==> src/led_dimmer_cfg.svh <==
`ifndef LED_DIMMER_CFG_SVH
`define LED_DIMMER_CFG_SVH

// register offsets on the serial host link
`define REG_FLASH 8'h50
`define REG_RED 8'h51
`define REG_GREEN 8'h52
`define REG_BLUE 8'h53
`define REG_RESET 8'h00
// writable bits of each register, everything else reads zero
`define MASK_FLASH 8'h7f
`define MASK_RED 8'h7f
`define MASK_GREEN 8'hdf
`define MASK_BLUE 8'h1f
// field positions
`define CHAN_ON_BIT 7
`define PHASE_BIT 6
`define ISET_MSB 6
`define ISET_LSB 5
`define LEVEL_MSB 4
`define ON_MSB 6
`define ON_LSB 4
`define PER_MSB 3
// codes
`define FULL_LEVEL 5'h1f
`define PER_ALWAYS 4'hf
// timing, as printed
`define CLK_PERIOD_NS 5
`define MS_NS 1000000
`define SHIFT_US 200
`define STEP_DIV_X10 54
`define UNITS_PER_FRAME 34
`define SLOTS_USED 6'h20
`define PER_BASE_MS 1000
`define PER_STEP_MS 500
// link address, value is arbitrary
`define DEV_ADDR 7'h2a

`endif

==> src/led_dimmer_pkg.sv <==
package led_dimmer_pkg;

    typedef enum logic [2:0] {
        ST_IDLE = 3'b000,
        ST_DEV = 3'b001,
        ST_REG = 3'b010,
        ST_WR = 3'b011,
        ST_RD = 3'b100
    } link_state_t;

endpackage

==> src/serial_reg_port.sv <==
`timescale 1ns/1ps
`default_nettype none
`include "led_dimmer_cfg.svh"

module serial_reg_port
    import led_dimmer_pkg::*;
#(
    parameter logic [6:0] DEV_ADDR = `DEV_ADDR
) (
    input wire logic i_sys_clk,
    input wire logic i_rst,
    input wire logic i_scl,
    input wire logic i_sda,
    output logic o_sda_drive_n,
    output logic o_wr,
    output logic [7:0] o_addr,
    output logic [7:0] o_wdata,
    input wire logic [7:0] i_rdata
);
    logic [2:0] sync [2];
    logic [1:0] lvl, lvl_d, next_lvl;
    logic scl_rise, scl_fall, start_ev, stop_ev;
    link_state_t state, next_state;
    logic [3:0] cnt, next_cnt;
    logic ack, next_ack, rw, next_rw, nack, next_nack, next_drive_n, next_wr;
    logic [7:0] rx, next_rx, tx, next_tx, next_addr, next_wdata;

    // three-stage synchronisers; a level only counts once stages two and three agree
    for (genvar p = 0; p < 2; p++) begin : g_sync
        always_comb begin
            next_lvl[p] = (sync[p][1] == sync[p][2]) ? sync[p][2] : lvl[p];
        end
        always_ff @(posedge i_sys_clk or posedge i_rst) begin
            if (i_rst) begin
                sync[p] <= 3'h7;
                lvl[p] <= 1'h1;
                lvl_d[p] <= 1'h1;
            end else begin
                sync[p] <= {sync[p][1:0], (p == 0) ? i_scl : i_sda};
                lvl[p] <= next_lvl[p];
                lvl_d[p] <= lvl[p];
            end
        end
    end

    assign scl_rise = lvl[0] & ~lvl_d[0];
    assign scl_fall = ~lvl[0] & lvl_d[0];
    assign start_ev = lvl[0] & lvl_d[0] & ~lvl[1] & lvl_d[1];
    assign stop_ev = lvl[0] & lvl_d[0] & lvl[1] & ~lvl_d[1];

    // byte engine: bits taken on scl rise, answers changed on scl fall
    always_comb begin
        next_state = state;
        next_cnt = cnt;
        next_ack = ack;
        next_rw = rw;
        next_nack = nack;
        next_rx = rx;
        next_tx = tx;
        next_addr = o_addr;
        next_wdata = o_wdata;
        next_drive_n = o_sda_drive_n;
        next_wr = 1'h0;
        if (start_ev) begin
            next_state = ST_DEV;
            next_cnt = 4'h0;
            next_ack = 1'h0;
            next_drive_n = 1'h1;
        end else if (stop_ev) begin
            next_state = ST_IDLE;
            next_drive_n = 1'h1;
        end else if (state != ST_IDLE && scl_rise) begin
            if (!ack) begin
                next_rx = {rx[6:0], lvl[1]};
                next_cnt = cnt + 4'h1;
            end else begin
                next_nack = lvl[1];
            end
        end else if (state != ST_IDLE && scl_fall) begin
            if (!ack && cnt == 4'h8) begin
                next_ack = 1'h1;
                next_drive_n = 1'h0;
                unique case (state)
                    ST_DEV: begin
                        next_rw = rx[0];
                        if (rx[7:1] != DEV_ADDR) begin
                            next_state = ST_IDLE;
                            next_drive_n = 1'h1;
                        end
                    end
                    ST_REG: next_addr = rx;
                    ST_WR: begin
                        next_wdata = rx;
                        next_wr = 1'h1;
                    end
                    ST_RD: begin
                        next_drive_n = 1'h1;
                        next_addr = o_addr + 8'h1;
                    end
                    default: next_state = ST_IDLE;
                endcase
            end else if (ack) begin
                next_ack = 1'h0;
                next_cnt = 4'h0;
                next_drive_n = 1'h1;
                unique case (state)
                    ST_DEV: begin
                        next_state = rw ? ST_RD : ST_REG;
                        if (rw) begin
                            next_tx = i_rdata;
                            next_drive_n = i_rdata[7];
                        end
                    end
                    ST_REG: next_state = ST_WR;
                    ST_WR: next_addr = o_addr + 8'h1;
                    ST_RD: begin
                        if (nack) begin
                            next_state = ST_IDLE;
                        end else begin
                            next_tx = i_rdata;
                            next_drive_n = i_rdata[7];
                        end
                    end
                    default: next_state = ST_IDLE;
                endcase
            end else if (state == ST_RD && cnt != 4'h0) begin
                next_tx = {tx[6:0], 1'h0};
                next_drive_n = tx[6];
            end
        end
    end

    always_ff @(posedge i_sys_clk or posedge i_rst) begin
        if (i_rst) begin
            state <= ST_IDLE;
            cnt <= 4'h0;
            ack <= 1'h0;
            rw <= 1'h0;
            nack <= 1'h0;
            rx <= 8'h00;
            tx <= 8'h00;
            o_addr <= 8'h00;
            o_wdata <= 8'h00;
            o_sda_drive_n <= 1'h1;
            o_wr <= 1'h0;
        end else begin
            state <= next_state;
            cnt <= next_cnt;
            ack <= next_ack;
            rw <= next_rw;
            nack <= next_nack;
            rx <= next_rx;
            tx <= next_tx;
            o_addr <= next_addr;
            o_wdata <= next_wdata;
            o_sda_drive_n <= next_drive_n;
            o_wr <= next_wr;
        end
    end

endmodule

`default_nettype wire

==> src/tricolor_led_flash_dimmer.sv <==
`timescale 1ns/1ps
`default_nettype none
`include "led_dimmer_cfg.svh"

// How it works
// - three sink outputs, red green blue, share one set of channel settings
// - outputs only act while channel_on is set, otherwise all off
// - sink_current_code in red register bits 6:5 sets current for all three
// - flashing mode timed only by flash_timing_cfg, on-time then off interval
// - flash_on_time_code picks 0.10 to 0.60 s on-time
// - flash_period_code picks 1.0 to 8.0 s period; code 15 means always on
// - during on-time each colour is modulated by its own 5-bit intensity
// - modulation is spread pulses repeating near 160 Hz, not one pulse
// - one colour starts its pulses 200 us after the other two
// - phase_select zero: red and blue in phase, green shifted
// - phase_select one: red and green in phase, blue shifted
// - intensity codes up to 30 give code divided by 5.4 ms on-time
// - intensity code 31 holds the colour on without modulation
module tricolor_led_flash_dimmer
    import led_dimmer_pkg::*;
#(
    parameter int MS_CYC = `MS_NS / `CLK_PERIOD_NS,
    parameter int UNIT_CYC = (`MS_NS * 10) / (`STEP_DIV_X10 * `CLK_PERIOD_NS),
    parameter int SHIFT_CYC = (`SHIFT_US * 1000) / `CLK_PERIOD_NS,
    parameter logic [6:0] DEV_ADDR = `DEV_ADDR
) (
    input wire logic i_sys_clk,
    input wire logic i_rst,
    input wire logic i_scl,
    input wire logic i_sda,
    output logic o_sda_drive_n,
    output logic o_sink_out_a,
    output logic o_sink_out_b,
    output logic o_sink_out_c,
    output logic [1:0] o_sink_current_code
);
    localparam int FRAME_CYC = `UNITS_PER_FRAME * UNIT_CYC;
    localparam int LAG_POS = FRAME_CYC - SHIFT_CYC;
    localparam logic [5:0] LAG_IDX = 6'(LAG_POS / UNIT_CYC);
    localparam logic [16:0] LAG_CYC = 17'(LAG_POS % UNIT_CYC);

    logic reg_wr;
    logic [7:0] reg_addr, reg_wdata, rd_data;
    logic [7:0] flash_timing_cfg, red_level_and_current, green_level_enable_phase, blue_level;
    logic [7:0] next_flash, next_red, next_green, next_blue;
    logic channel_on, phase_select;
    logic [2:0] flash_on_time_code;
    logic [3:0] flash_period_code;
    logic [4:0] intensity_first_colour, intensity_second_colour, intensity_third_colour;

    serial_reg_port #(
        .DEV_ADDR(DEV_ADDR)
    ) u_port (
        .i_sys_clk(i_sys_clk),
        .i_rst(i_rst),
        .i_scl(i_scl),
        .i_sda(i_sda),
        .o_sda_drive_n(o_sda_drive_n),
        .o_wr(reg_wr),
        .o_addr(reg_addr),
        .o_wdata(reg_wdata),
        .i_rdata(rd_data)
    );

    assign channel_on = green_level_enable_phase[`CHAN_ON_BIT];
    assign phase_select = green_level_enable_phase[`PHASE_BIT];
    assign flash_on_time_code = flash_timing_cfg[`ON_MSB:`ON_LSB];
    assign flash_period_code = flash_timing_cfg[`PER_MSB:0];
    assign intensity_first_colour = red_level_and_current[`LEVEL_MSB:0];
    assign intensity_second_colour = green_level_enable_phase[`LEVEL_MSB:0];
    assign intensity_third_colour = blue_level[`LEVEL_MSB:0];

    // register writes; masking keeps spare bits at zero so reads need no extra gating
    always_comb begin
        next_flash = flash_timing_cfg;
        next_red = red_level_and_current;
        next_green = green_level_enable_phase;
        next_blue = blue_level;
        if (reg_wr) begin
            unique case (reg_addr)
                `REG_FLASH: next_flash = reg_wdata & `MASK_FLASH;
                `REG_RED: next_red = reg_wdata & `MASK_RED;
                `REG_GREEN: next_green = reg_wdata & `MASK_GREEN;
                `REG_BLUE: next_blue = reg_wdata & `MASK_BLUE;
                default: ; // other addresses belong elsewhere
            endcase
        end
    end

    always_ff @(posedge i_sys_clk or posedge i_rst) begin
        if (i_rst) begin
            flash_timing_cfg <= `REG_RESET;
            red_level_and_current <= `REG_RESET;
            green_level_enable_phase <= `REG_RESET;
            blue_level <= `REG_RESET;
        end else begin
            flash_timing_cfg <= next_flash;
            red_level_and_current <= next_red;
            green_level_enable_phase <= next_green;
            blue_level <= next_blue;
        end
    end

    // read mux; unmapped addresses answer zero
    always_comb begin
        unique case (reg_addr)
            `REG_FLASH: rd_data = flash_timing_cfg;
            `REG_RED: rd_data = red_level_and_current;
            `REG_GREEN: rd_data = green_level_enable_phase;
            `REG_BLUE: rd_data = blue_level;
            default: rd_data = 8'h00;
        endcase
    end

    // two pulse timebases of 1/5.4 ms units; the second lags by the shift time
    logic [16:0] unit_cyc [2];
    logic [16:0] next_unit_cyc [2];
    logic [5:0] unit_idx [2];
    logic [5:0] next_unit_idx [2];

    for (genvar t = 0; t < 2; t++) begin : g_tb
        always_comb begin
            next_unit_cyc[t] = unit_cyc[t] + 17'h1;
            next_unit_idx[t] = unit_idx[t];
            if (unit_cyc[t] == 17'(UNIT_CYC - 1)) begin
                next_unit_cyc[t] = 17'h0;
                next_unit_idx[t] = (unit_idx[t] == 6'(`UNITS_PER_FRAME - 1)) ?
                                   6'h0 : unit_idx[t] + 6'h1;
            end
        end
        always_ff @(posedge i_sys_clk or posedge i_rst) begin
            if (i_rst) begin
                unit_cyc[t] <= (t == 0) ? 17'h0 : LAG_CYC;
                unit_idx[t] <= (t == 0) ? 6'h0 : LAG_IDX;
            end else begin
                unit_cyc[t] <= next_unit_cyc[t];
                unit_idx[t] <= next_unit_idx[t];
            end
        end
    end

    // on-time of the flash, in milliseconds
    function automatic logic [12:0] on_ms(input logic [2:0] code);
        unique case (code)
            3'h0: on_ms = 13'd100;
            3'h1: on_ms = 13'd150;
            3'h2: on_ms = 13'd200;
            3'h3: on_ms = 13'd250;
            3'h4: on_ms = 13'd300;
            3'h5: on_ms = 13'd400;
            3'h6: on_ms = 13'd500;
            3'h7: on_ms = 13'd600;
        endcase
    endfunction

    // bit-reversed slot order scatters the lit units evenly over the frame
    function automatic logic lit(input logic [5:0] idx, input logic [4:0] lvl);
        logic [4:0] rev;
        rev = {idx[0], idx[1], idx[2], idx[3], idx[4]};
        lit = (lvl == `FULL_LEVEL) || ((idx < `SLOTS_USED) && (rev < lvl));
    endfunction

    // flash timer: a millisecond enable pulse drives the ms counter
    logic [17:0] ms_div, next_ms_div;
    logic [12:0] ms_cnt, next_ms_cnt, period_ms;
    logic flash_window, next_flash_window;

    assign period_ms = 13'(`PER_BASE_MS + flash_period_code * `PER_STEP_MS);

    always_comb begin
        next_ms_div = 18'h0;
        next_ms_cnt = 13'h0;
        next_flash_window = 1'h0;
        if (channel_on) begin
            next_ms_div = (ms_div == 18'(MS_CYC - 1)) ? 18'h0 : ms_div + 18'h1;
            next_ms_cnt = ms_cnt;
            if (ms_div == 18'(MS_CYC - 1)) begin
                next_ms_cnt = (ms_cnt >= period_ms - 13'h1) ? 13'h0 : ms_cnt + 13'h1;
            end
            next_flash_window = (flash_period_code == `PER_ALWAYS) ||
                                (ms_cnt < on_ms(flash_on_time_code));
        end
    end

    always_ff @(posedge i_sys_clk or posedge i_rst) begin
        if (i_rst) begin
            ms_div <= 18'h0;
            ms_cnt <= 13'h0;
            flash_window <= 1'h0;
        end else begin
            ms_div <= next_ms_div;
            ms_cnt <= next_ms_cnt;
            flash_window <= next_flash_window;
        end
    end

    // sink outputs; red always rides the leading timebase
    logic next_out_a, next_out_b, next_out_c;

    always_comb begin
        next_out_a = channel_on && flash_window &&
                     lit(unit_idx[0], intensity_first_colour);
        next_out_b = channel_on && flash_window &&
                     lit(unit_idx[phase_select ? 0 : 1], intensity_second_colour);
        next_out_c = channel_on && flash_window &&
                     lit(unit_idx[phase_select ? 1 : 0], intensity_third_colour);
    end

    always_ff @(posedge i_sys_clk or posedge i_rst) begin
        if (i_rst) begin
            o_sink_out_a <= 1'h0;
            o_sink_out_b <= 1'h0;
            o_sink_out_c <= 1'h0;
            o_sink_current_code <= 2'h0;
        end else begin
            o_sink_out_a <= next_out_a;
            o_sink_out_b <= next_out_b;
            o_sink_out_c <= next_out_c;
            o_sink_current_code <= red_level_and_current[`ISET_MSB:`ISET_LSB];
        end
    end
endmodule

`default_nettype wire

==> config.mk <==
export PLATFORM = sky130hd
export DESIGN_NAME = tricolor_led_flash_dimmer
export DESIGN_NICKNAME = d
export VERILOG_FILES = /design/src/led_dimmer_pkg.sv /design/src/serial_reg_port.sv /design/src/tricolor_led_flash_dimmer.sv
export VERILOG_INCLUDE_DIRS = /design/src
export SDC_FILE = /design/constraint.sdc
export NUM_CORES = 1
export LEC_CHECK = 0
export ABC_CLOCK_PERIOD_IN_PS = 8500
export BUFFER_PORTS_ARGS = -buffer_cell sky130_fd_sc_hd__buf_2
export CAP_MARGIN = 40
export CORE_MARGIN = 2
export CORE_UTILIZATION = 63
export CTS_BUF_LIST = sky130_fd_sc_hd__clkbuf_16
export DETAILED_ROUTE_END_ITERATION = 7
export HOLD_SLACK_MARGIN = 0.08
export PLACE_DENSITY = 0.9
export SETUP_SLACK_MARGIN = 0.2
export SYNTH_ARGS = -nofsm -noshare
export SYNTH_HDL_FRONTEND = slang
export SYNTH_SLANG_ARGS = --single-unit
==> constraint.sdc <==
create_clock -name i_sys_clk -period 8.5 [get_ports i_sys_clk]
set_input_delay 0.425 -clock i_sys_clk [delete_from_list [all_inputs] [get_ports i_sys_clk]]
set_output_delay 0.425 -clock i_sys_clk [all_outputs]
set_load 0.005 [all_outputs]
* Yosys cells after proc, flatten, opt, wreduce, memory -nomap -nowiden
Memories as Yosys holds them, arrays and structs flattened.
Cells that the tools add are included.
** Word-level totals
- Register bits :: 162
- Memory bits (read-only) :: 72
- Input port bits :: 4
- Word-level logic and storage cells :: 219
- Memories :: 1
** Cells by class
- $add $sub $neg :: 10
- Multipliers :: 1
- Magnitude comparators :: 10
- Equal/unequal tests :: 35
- Muxes and demuxes :: 70
- Bitwise operators :: 18
- Reduce and logical (&&, ||, !) cells :: 42
** Memory list
- (no name shown) :: depth 8, width 9, read ports 1, clocked after Yosys merged registers in 0, write ports 0, RTL line tricolor_led_flash_dimmer.sv:144 : unique case (code)
** Operators by type and width (count)
- greater-or-equal comparator 32 x 2 -> 1 bit (second input constant) :: 2
- inverter 1 -> 32 bit :: 2
- 2-to-1 mux 13 bit :: 4
- 2-to-1 mux 6 bit :: 8
- 2-to-1 mux 18 bit :: 2
- adder 17 x 1 -> 17 bit (second input constant) :: 2
- == test 17 x 16 -> 1 bit (second input constant) :: 2
- 2-to-1 mux 17 bit :: 2
- == test 8 x 7 -> 1 bit (second input constant) :: 4
- one-hot mux 8 bit (4 select lines) :: 1
- 2-to-1 mux 4 bit :: 7
- 2-to-1 mux 7 bit :: 4
- 2-to-1 mux 3 bit :: 9
- 2-to-1 mux 1 bit :: 24
- 2-to-1 mux 8 bit :: 3
- adder 18 x 1 -> 18 bit (second input constant) :: 1
- == test 18 bit (second input constant) :: 1
- less-than comparator 6 bit (second input constant) :: 3
- one-hot mux 8 bit (2 select lines) :: 1
- == test 5 bit (second input constant) :: 3
- less-than comparator 5 bit :: 3
- one-hot mux 7 bit (2 select lines) :: 1
- AND reduction 7 bit :: 2
- adder 10 x 13 -> 13 bit (first input constant) :: 1
- 42 further kinds :: 94

* Longest topological paths before layout
Gate-level depths: netlist of the first run.
- Depth after elaboration :: 10
- Depth in mapped cells :: 18
- Mapped depth without buffers :: 18

* Cells and area by module
Synthesis of the first run repeated with hierarchy kept, for this count alone.
** Unflattened totals
- Cells, all modules :: 921
- Area, all modules :: 9808.2 µm²
** By module, submodules not included
- tricolor_led_flash_dimmer :: times used 1, cells each 678, area an instance 6972.9 µm², sequential area each 2736.4 µm²
- serial_reg_port :: times used 1, cells each 243, area an instance 2835.2 µm², sequential area each 1340.0 µm²

* Worst setup path after synthesis of the first run
OpenSTA, ideal clock, no wires.
- Path type :: reg-to-reg
- From :: register flash_timing_cfg[1]
- To :: register ms_cnt[1]
- Library setup time :: 122 ps
- Arrival :: 4319 ps
- Required time :: 8378 ps
- Path slack :: 4059 ps
- Cell stages (with the launch flop) :: 16
- Cell sequence :: dfrtp_1 > fa_1 > fa_1 > ha_1 > a211oi_1 > o21bai_1 > a21oi_1 > xnor2_1 > or3b_2 > xnor3_1 > ha_1 > inv_1 > o2111ai_1 > nor2_1 > a31o_2 > a32o_1
** On the way
- Cells in the longest elaborated chain, start to end :: 7
** RTL lines
- from (decl) :: RTL line tricolor_led_flash_dimmer.sv:44 : logic [7:0] flash_timing_cfg, red_level_and_current, green_level_enable_phase, blue_level;
- from (signal assigned) :: RTL line tricolor_led_flash_dimmer.sv:92 : flash_timing_cfg <= `REG_RESET;
- from (signal assigned) :: RTL line tricolor_led_flash_dimmer.sv:97 : flash_timing_cfg <= next_flash;
- multiplier 4 x 7 -> 11 bit (no line)
- adder 10 x 13 -> 13 bit (no line)
- subtractor 13 x 1 -> 13 bit :: RTL line tricolor_led_flash_dimmer.sv:178 : next_ms_cnt = (ms_cnt >= period_ms - 13'h1) ? 13'h0 : ms_cnt + 13'h1;
- greater-or-equal comparator 13 bit :: RTL line tricolor_led_flash_dimmer.sv:178
- 2-to-1 mux 13 bit :: RTL line tricolor_led_flash_dimmer.sv:178
- 2-to-1 mux 13 bit :: RTL line tricolor_led_flash_dimmer.sv:177 : if (ms_div == 18'(MS_CYC - 1)) begin
- 2-to-1 mux 13 bit :: RTL line tricolor_led_flash_dimmer.sv:174 : if (channel_on) begin
- to (signal assigned) :: RTL line tricolor_led_flash_dimmer.sv:192 : ms_cnt <= next_ms_cnt;
- to (decl) :: RTL line tricolor_led_flash_dimmer.sv:165 : logic [12:0] ms_cnt, next_ms_cnt, period_ms;
Every way passes these cells. The select of a mux whose other input is x is not followed.
A chain may end at the register's enable or synchronous reset.

* Worst setup path in the final report of the first run
- From :: register flash_timing_cfg[1]
- To :: register ms_cnt[9]
Same word-level chain as after synthesis.

==> results.txt, run 1 <==
Status = finished clean
Register area = 4080 µm²
Place WS = 3.61 ns
Number of max-cap violations = 0
Final hold vios = 0
Clk_skew = 0.0138 ns
Logic gate share of total power = 0.061
Die area = 15700 µm²
Post-synth ARST share = 1.00
Post-CTS Hold Fix Bufs = 2
Yosys warnings = 0
Number of buffers added on ports = 9
Worst Hold Class = input port to async pin
Sequential area share after synthesis = 0.439
ANT cells = 0
Terminus of the critical flop-to-flop path = ms_cnt[9]
Placer Congestion = 0.839
CTS resizes = 0
Synth top area cells = dfrtp_1 39%, ha_1 9.0%, mux2_2 5.7%
Synth Register Bits = 162
Setup-failing EPs final = 0
Vias in the first global route = 6689
Clock root cell = clkbuf_16
DPL Wire Length = 12600 µm
Setup WS post-layout = 3.61 ns
Most frequent cells in the layout = 144 x dfrtp_1, 81 x nor2_1, 78 x nand2_1
Post-layout min period = 4.89 ns
Slew margin rel. = 0.408
R2r setup slk = 3.61 ns
Reg clk slew, reported paths = 0.06 ns
Fill count = 1017
Worst-Margin Slew = 0.886 ns
P_sw = 0.408 mW
Remaining DRCs = 0
RSZ-0062 raised after global routing = false
Unique masters post-synth = 73
Fmax = 204 MHz
Drt pass-1 iters = 5
IO Count = 10
Initial antenna violation count = 0
CP Data Required Time = 8.81 ns
Die Span Y = 125 µm
Routed length per instance = 16.8 µm
Multi-input gate area = 4920 µm²
Crit path capture type = flip-flop
Cell row count = 44
Final worst-path cycle share = 0.576
Worst R2R Path Depth = 16
Synthesis-to-finish area growth = 8.74%
Worst-Skew Late Latency = 0.44 ns
Slew Limit Fails = 0
TritonCTS Sinks = 162
Part of the power in registers = 0.498
EDFF count, synth = 0
Number of H-tree levels = 4
Worst setup path class = flip-flop to flip-flop
Syn_nets = 986
Largest area contributor in the synthesized netlist = dfrtp_1
Vias/cell = 6.15
Core area = 14500 µm²
Startpoint Class = flip-flop
Internal power = 1.27 mW
CP max FO = 10
Clk buf depth = 2
Net Sw Frac = 0.243
First-pass GRT wire length = 31800 µm
Synth Flop Type = dfrtp_1
Clock network power share = 0.441
Number of DRC markers in iteration 0 = 693
Worst R2R Start = flash_timing_cfg[1]
CTS tree = built
Top-area cell type share of the netlist area = 0.388
Layout cells sized above 1 = 0.133
Peak supply drop = 0.147 mV
Syn_area_per_cell = 10.2 µm²
Initial Utilization = 0.641
Post-CTS Setup Inserts = 0
Antenna Nets Post-Route = 0
Final Net Count = 995
PD cells = 166 nW/µm²
Mapped Area = 9290 µm²
Die Width = 125 µm
CP arrival = 5.20 ns
Vias post-DR = 6856
Post-synthesis cell count = 908
Global route total overflow = 0
Setup TNS = 0 ns
P_leak = 4.64 nW
Commonest non-fill, non-tap cell in the layout = dfrtp_1
Cts bufs inserted = 17
WL final = 18800 µm
Pin count of the biggest net entering global routing = 82
GRT Total Usage = 0.247
[stage by stage]
stage          utilization  area (µm²)  hold slack [ns]  instances  total power [mW]
6_report             0.697       10100            0.124       1114              1.68
5_1_grt              0.697       10100            0.192       1114              1.74
4_1_cts              0.697       10100            0.147       1114              1.69
3_5_place_dp         0.657        9510            0.349       1080             0.950
3_3_place_gp         0.654        9480            0.346       1078             0.942
2_1_floorplan            -        9290            0.345        908             0.923
[worst max-delay path: stages, from the launching register on]
cell,delay [ns]
dfrtp_1,0.51
fa_1,0.71
fa_1,0.46
ha_1,0.25
a211oi_1,0.31
o21bai_1,0.13
a21oi_1,0.21
xnor2_1,0.20
or3b_2,0.48
xnor3_1,0.20
ha_1,0.33
inv_1,0.05
o2111ai_1,0.25
nor2_1,0.07
a31o_2,0.30
nor2_4,0.23
nor2_1,0.08
[layout make-up]
cell class | instances | area share
inverter | 46 | 0.0176
timing repair buffer | 17 | 0.0129
multi-input combinational | 673 | 0.487
clock buffer | 17 | 0.0421
sequential | 162 | 0.404
tap | 184 | 0.0228
clock inverter | 15 | 0.0141
[power groups by stage]
stage                     Clock [mW]  Combinational [mW]  Sequential [mW]
after CTS                      0.753               0.103            0.836
after detailed placement           0               0.100            0.850
final                          0.742               0.103            0.836
after floorplan                    0              0.0927            0.830
after global routing           0.784               0.117            0.842
after global placement             0              0.0949            0.848
[worst max-delay path by stage]
stage                             start       endpoint  slack [ns]
finish              flash_timing_cfg[1]      ms_cnt[9]        3.61
floorplan                         i_rst  blue_level[0]        3.73
detailed placement  flash_timing_cfg[1]      ms_cnt[9]        3.61
CTS                 flash_timing_cfg[1]      ms_cnt[9]        3.60
global placement    flash_timing_cfg[1]     ms_cnt[12]        3.82
global route        flash_timing_cfg[1]      ms_cnt[6]        3.31
[flip-flops by register name, indices dropped and copies added (netlist names), 2 cells and up]
name and count:
blue_level 5, flash_timing_cfg 7, green_level_enable_phase 7, ms_cnt 13, ms_div 18, o_sink_current_code 2
red_level_and_current 7, u_port.cnt 4, u_port.lvl 2, u_port.lvl_d 2, u_port.o_addr 8, u_port.o_wdata 8
u_port.rx 8, u_port.state 3, u_port.sync 6, u_port.tx 7, unit_cyc 34, unit_idx 12
[per-layer routing]
metal,part of all wire,GRT usage,vias to the layer above
met5,0,0,-
met4,0.022,0.0915,0
met3,0.040,0.0445,43
met2,0.49,0.405,194
met1,0.44,0.332,3388
li1,-,-,3231
[synthesized netlist by cell type, drive strengths merged (6+ instances only)]
| cell type | n |
|---|---|
| a21o | 6 |
| a21oi | 28 |
| and3 | 20 |
| buf | 7 |
| clkbuf | 20 |
| dfrtp | 144 |
| dfstp | 18 |
| fa | 7 |
| ha | 67 |
| inv | 46 |
| mux2 | 55 |
| nand2 | 78 |
| nand2b | 14 |
| nand3 | 48 |
| nand4 | 23 |
| nor2 | 82 |
| nor2b | 13 |
| nor3 | 10 |
| nor3b | 6 |
| nor4 | 7 |
| o21ai | 34 |
| o22ai | 6 |
| xnor2 | 36 |
| xor2 | 37 |
[cells by family after synthesis]
family,synth area share
xor gates and xnor gates,0.0713
AOI/OAI and AO/OA,0.0944
DFF,0.439
adders and majority gates,0.108
and+or+nand+nor,0.184
buffers and inverters,0.0317
muxes,0.0721
No activity file was read; power rests on OpenSTA's default activity.
==> run 2: changes to the inputs <==
--- a/config.mk
+++ b/config.mk
@@ -6,15 +6,16 @@
 export SDC_FILE = /design/constraint.sdc
 export NUM_CORES = 1
 export LEC_CHECK = 0
-export ABC_CLOCK_PERIOD_IN_PS = 8500
+export ABC_AREA = 1
+export ABC_CLOCK_PERIOD_IN_PS = 4400
 export BUFFER_PORTS_ARGS = -buffer_cell sky130_fd_sc_hd__buf_2
 export CAP_MARGIN = 40
 export CORE_MARGIN = 2
-export CORE_UTILIZATION = 63
+export CORE_UTILIZATION = 58
 export CTS_BUF_LIST = sky130_fd_sc_hd__clkbuf_16
 export DETAILED_ROUTE_END_ITERATION = 7
 export HOLD_SLACK_MARGIN = 0.08
-export PLACE_DENSITY = 0.9
+export PLACE_DENSITY = 0.88
 export SETUP_SLACK_MARGIN = 0.2
 export SYNTH_ARGS = -nofsm -noshare
 export SYNTH_HDL_FRONTEND = slang
==> constraint.sdc (replaced) <==
create_clock -name i_sys_clk -period 4.4 [get_ports i_sys_clk]
set_input_delay 0.22 -clock i_sys_clk [delete_from_list [all_inputs] [get_ports i_sys_clk]]
set_output_delay 0.22 -clock i_sys_clk [all_outputs]
set_load 0.005 [all_outputs]
==> run 2 against run 1 <==
Compared with the run above:
- the flow now finishes with violations (hold timing)
- total power increased by 85%
- critical path type unchanged
- design area is 13% higher
- largest power group unchanged
- largest cell class unchanged
- routed wire length rose by 24%
==> results.txt, run 2 <==
Slew margin rel. = 0.410 (was 0.408)
CP max FO = 8 (was 10)
R2r setup slk = 0.36 ns (was 3.61 ns)
Clk buf depth = 2 (unchanged)
Vias in the first global route = 8718 (was 6689)
Syn_area_per_cell = 7.57 µm² (was 10.2 µm²)
Most frequent cells in the layout = 330 x nand2_1, 206 x inv_1, 141 x dfrtp_1 (was 144 x dfrtp_1, 81 x nor2_1, 78 x nand2_1)
Vias/cell = 5.65 (was 6.15)
DPL Wire Length = 15700 µm (was 12600 µm)
Synthesis-to-finish area growth = 9.72% (was 8.74%)
Synth cell count leaders = 331 x nand2_1, 209 x inv_1, 144 x dfrtp_1 (was 144 x dfrtp_1, 81 x nor2_1, 78 x nand2_1)
Crit path from = flash_timing_cfg[2] (was flash_timing_cfg[1])
WL final = 23400 µm (was 18800 µm)
Terminus of the critical flop-to-flop path = ms_cnt[12] (was ms_cnt[9])
Status = finished, violations left (was finished clean)
Number of max-cap violations = 0 (unchanged)
Final hold vios = 8 (was 0)
Pin count of the biggest net entering global routing = 163 (was 82)
Startpoint Class = flip-flop (unchanged)
Largest register FFs = 34 (unchanged)
Antenna Nets Post-Route = 0 (unchanged)
Critical path capture point = ms_cnt[12] (was ms_cnt[9])
Syn_nets = 1453 (was 986)
Post-synth ARST share = 1.00 (unchanged)
Cell row count = 49 (was 44)
Mux cell area share after synthesis = 0 (was 0.0721)
Peak supply drop = 0.286 mV (was 0.147 mV)
Clock root cell = clkbuf_16 (unchanged)
Largest family of logic cells by synthesized area = simple AND/OR/NAND/NOR gates (unchanged)
GRT Total Usage = 0.247 (about the same)
Core area = 17800 µm² (was 14500 µm²)
Die area = 19000 µm² (was 15700 µm²)
Synth top area cells = dfrtp_1 35%, nand2_1 12%, ha_1 8.0% (was dfrtp_1 39%, ha_1 9.0%, mux2_2 5.7%)
Initial Utilization = 0.586 (was 0.641)
Clk_skew = 0.0113 ns (was 0.0138 ns)
Biggest register = unit_cyc (unchanged)
Mapped Area = 10400 µm² (was 9290 µm²)
Global route total overflow = 0 (unchanged)
Reg clk slew, reported paths = 0.07 ns (was 0.06 ns)
Routed length per instance = 14.3 µm (was 16.8 µm)
P_leak = 5.53 nW (was 4.64 nW)
Final worst-path cycle share = 0.918 (was 0.576)
Worst R2R Path Depth = 23 (was 16)
Die Span Y = 138 µm (was 125 µm)
Final Net Count = 1469 (was 995)
Initial antenna violation count = 0 (unchanged)
Sequential area share after synthesis = 0.391 (was 0.439)
Number of DRC markers in iteration 0 = 850 (was 693)
Number of H-tree levels = 4 (unchanged)
Post-Synth Adder-Cell Area = 0.0959 (was 0.108)
Top-area cell type share of the netlist area = 0.346 (was 0.388)
Largest regs = unit_cyc: 34 flops, ms_div: 18 flops, ms_cnt: 13 flops (unchanged)
Worst Hold Class = input port to async pin (unchanged)
Drt pass-1 iters = 5 (unchanged)
CP arrival = 4.36 ns (was 5.20 ns)
Worst R2R Start = flash_timing_cfg[2] (was flash_timing_cfg[1])
Synth Area in Simple Gates = 0.313 (was 0.184)
Synth Area in Compound Gates = 0.0777 (was 0.0944)
First-pass GRT wire length = 39700 µm (was 31800 µm)
Post-synthesis cell count = 1375 (was 908)
Yosys warnings = 0 (unchanged)
Synth Register Bits = 162 (unchanged)
Setup-failing EPs final = 0 (unchanged)
PD cells = 272 nW/µm² (was 166 nW/µm²)
Number of buffers added on ports = 9 (unchanged)
TritonCTS Sinks = 162 (unchanged)
Crit path capture type = flip-flop (unchanged)
CP Data Required Time = 4.72 ns (was 8.81 ns)
Die Width = 138 µm (was 125 µm)
Commonest non-fill, non-tap cell in the layout = nand2_1 (was dfrtp_1)
Post-layout min period = 4.04 ns (was 4.89 ns)
Largest area contributor in the synthesized netlist = dfrtp_1 (unchanged)
Xor/xnor share of the synthesized area = 0.0311 (was 0.0713)
Fmax = 248 MHz (was 204 MHz)
Vias post-DR = 9231 (was 6856)
Slew Limit Fails = 0 (unchanged)
Worst-Margin Slew = 0.885 ns (was 0.886 ns)
Unique masters post-synth = 47 (was 73)
IO Count = 10 (unchanged)
Layout cells sized above 1 = 0.0862 (was 0.133)
Setup TNS = 0 ns (unchanged)
Cts bufs inserted = 17 (unchanged)
Worst setup path class = flip-flop to flip-flop (unchanged)
Most instantiated library cell after synthesis = nand2_1 (was dfrtp_1)
RSZ-0062 raised after global routing = false (unchanged)
Failing checks = hold timing
Synth Flop Type = dfrtp_1 (unchanged)
ANT cells = 0 (unchanged)
Worst-Skew Late Latency = 0.44 ns (about the same)
WHS = -0.0295 ns (was 0.124 ns)
EDFF count, synth = 0 (unchanged)
CTS tree = built (unchanged)
Remaining DRCs = 0 (unchanged)
Placer Congestion = 0.909 (was 0.839)
[run 2: cell count changes in the layout (fill, tap and decap cells not counted), sizes merged, moves of 13 or more]
| cell | previous run | this run |
|---|---|---|
| nand2b | 14 | 0 |
| nand2 | 78 | 336 |
| and3 | 20 | 0 |
| xnor2 | 36 | 8 |
| mux2 | 55 | 0 |
| o21ai | 34 | 102 |
| nor2b | 13 | 0 |
| nor3 | 10 | 40 |
| nor2 | 82 | 121 |
| inv | 50 | 219 |
| nand3 | 48 | 142 |
| nand4 | 23 | 56 |
[run 2: worst max-delay path, cell delays in order (launching register included)]
cell     delay (ns)
dfrtp_2        0.45
fa_2           0.63
buf_4          0.13
fa_1           0.45
ha_4           0.29
nand2_1        0.10
nand2_1        0.10
nand2_1        0.12
nand3_1        0.11
nand2_1        0.10
nand2_2        0.09
nor2_2         0.11
nand2_1        0.06
nand2_1        0.05
nand2_1        0.08
ha_4           0.28
nand2_1        0.08
nor2_2         0.12
and2_1         0.14
nand2_1        0.08
nand4_1        0.09
nand2_1        0.07
inv_2          0.14
nor2_1         0.06
[run 2: metal layers]
metal / global-route usage / up-vias / part of all wire / routed length, µm
met4: 0.0897 / 0 / 0.025 / 592
met5: 0 / - / 0 / 0
met3: 0.0443 / 69 / 0.051 / 1190
li1: - / 4538 / - / -
met1: 0.335 / 4305 / 0.45 / 10400
met2: 0.402 / 319 / 0.48 / 11200
[run 2: final cells by class]
| cell class | instances | area [µm²] |
|---|---|---|
| multi-input cells | 977 | 5480 |
| well taps | 229 | 287 |
| inverters | 214 | 816 |
| fillers | 1442 | 6350 |
| clock buffers | 18 | 450 |
| flip-flops and latches | 162 | 4080 |
| repair buffers | 19 | 158 |
| clock inverters | 14 | 158 |
[run 2: worst min path at each step]
stage,from,end,slack (ns),depth (start not counted)
after floorplan,i_sda,u_port.sync[0],0.22,0
after global placement,i_scl,u_port.sync[3],0.33,1
after detailed placement,i_scl,u_port.sync[3],0.33,1
after CTS,i_rst,ms_div[2],0.09,3
after global routing,i_rst,ms_div[11],0.11,3
final,i_rst,ms_div[17],-0.03,3
[run 2: per-stage QoR]
stage	power [mW]	worst slack [ns]	std cells	util	cell area, µm²
after floorplan	1.61	0.558	1375	-	10400
final	3.11	0.361	1633	0.643	11400
after global placement	1.64	0.260	1592	0.598	10600
after global routing	3.22	0.0461	1633	0.643	11400
after CTS	3.13	0.220	1627	0.635	11300
after detailed placement	1.64	0.0953	1593	0.599	10600
[run 2: what timing repair did]
action,CTS,global route
setup endpoints to repair,13,13
pin swaps,0,6
resized for setup,5,17
endpoints found under the hold margin,2,0
hold buffers,2,0
buffers inserted,0,6
[run 2: report_power, final]
part           leakage (nW)  internal (mW)  total, mW  switching, mW
clock                 0.298          0.795       1.50          0.706
sequential             2.17           1.51       1.52         0.0114
combinational          3.06         0.0221     0.0893         0.0672
[run 2: logic make-up after synthesis]
logic type	after synthesis
buffers and inverters	236
flip-flops	162
XOR/XNOR	37
AO/OA/AOI/OAI	151
AND/OR/NAND/NOR	713
adder cells (fa/ha/maj)	76
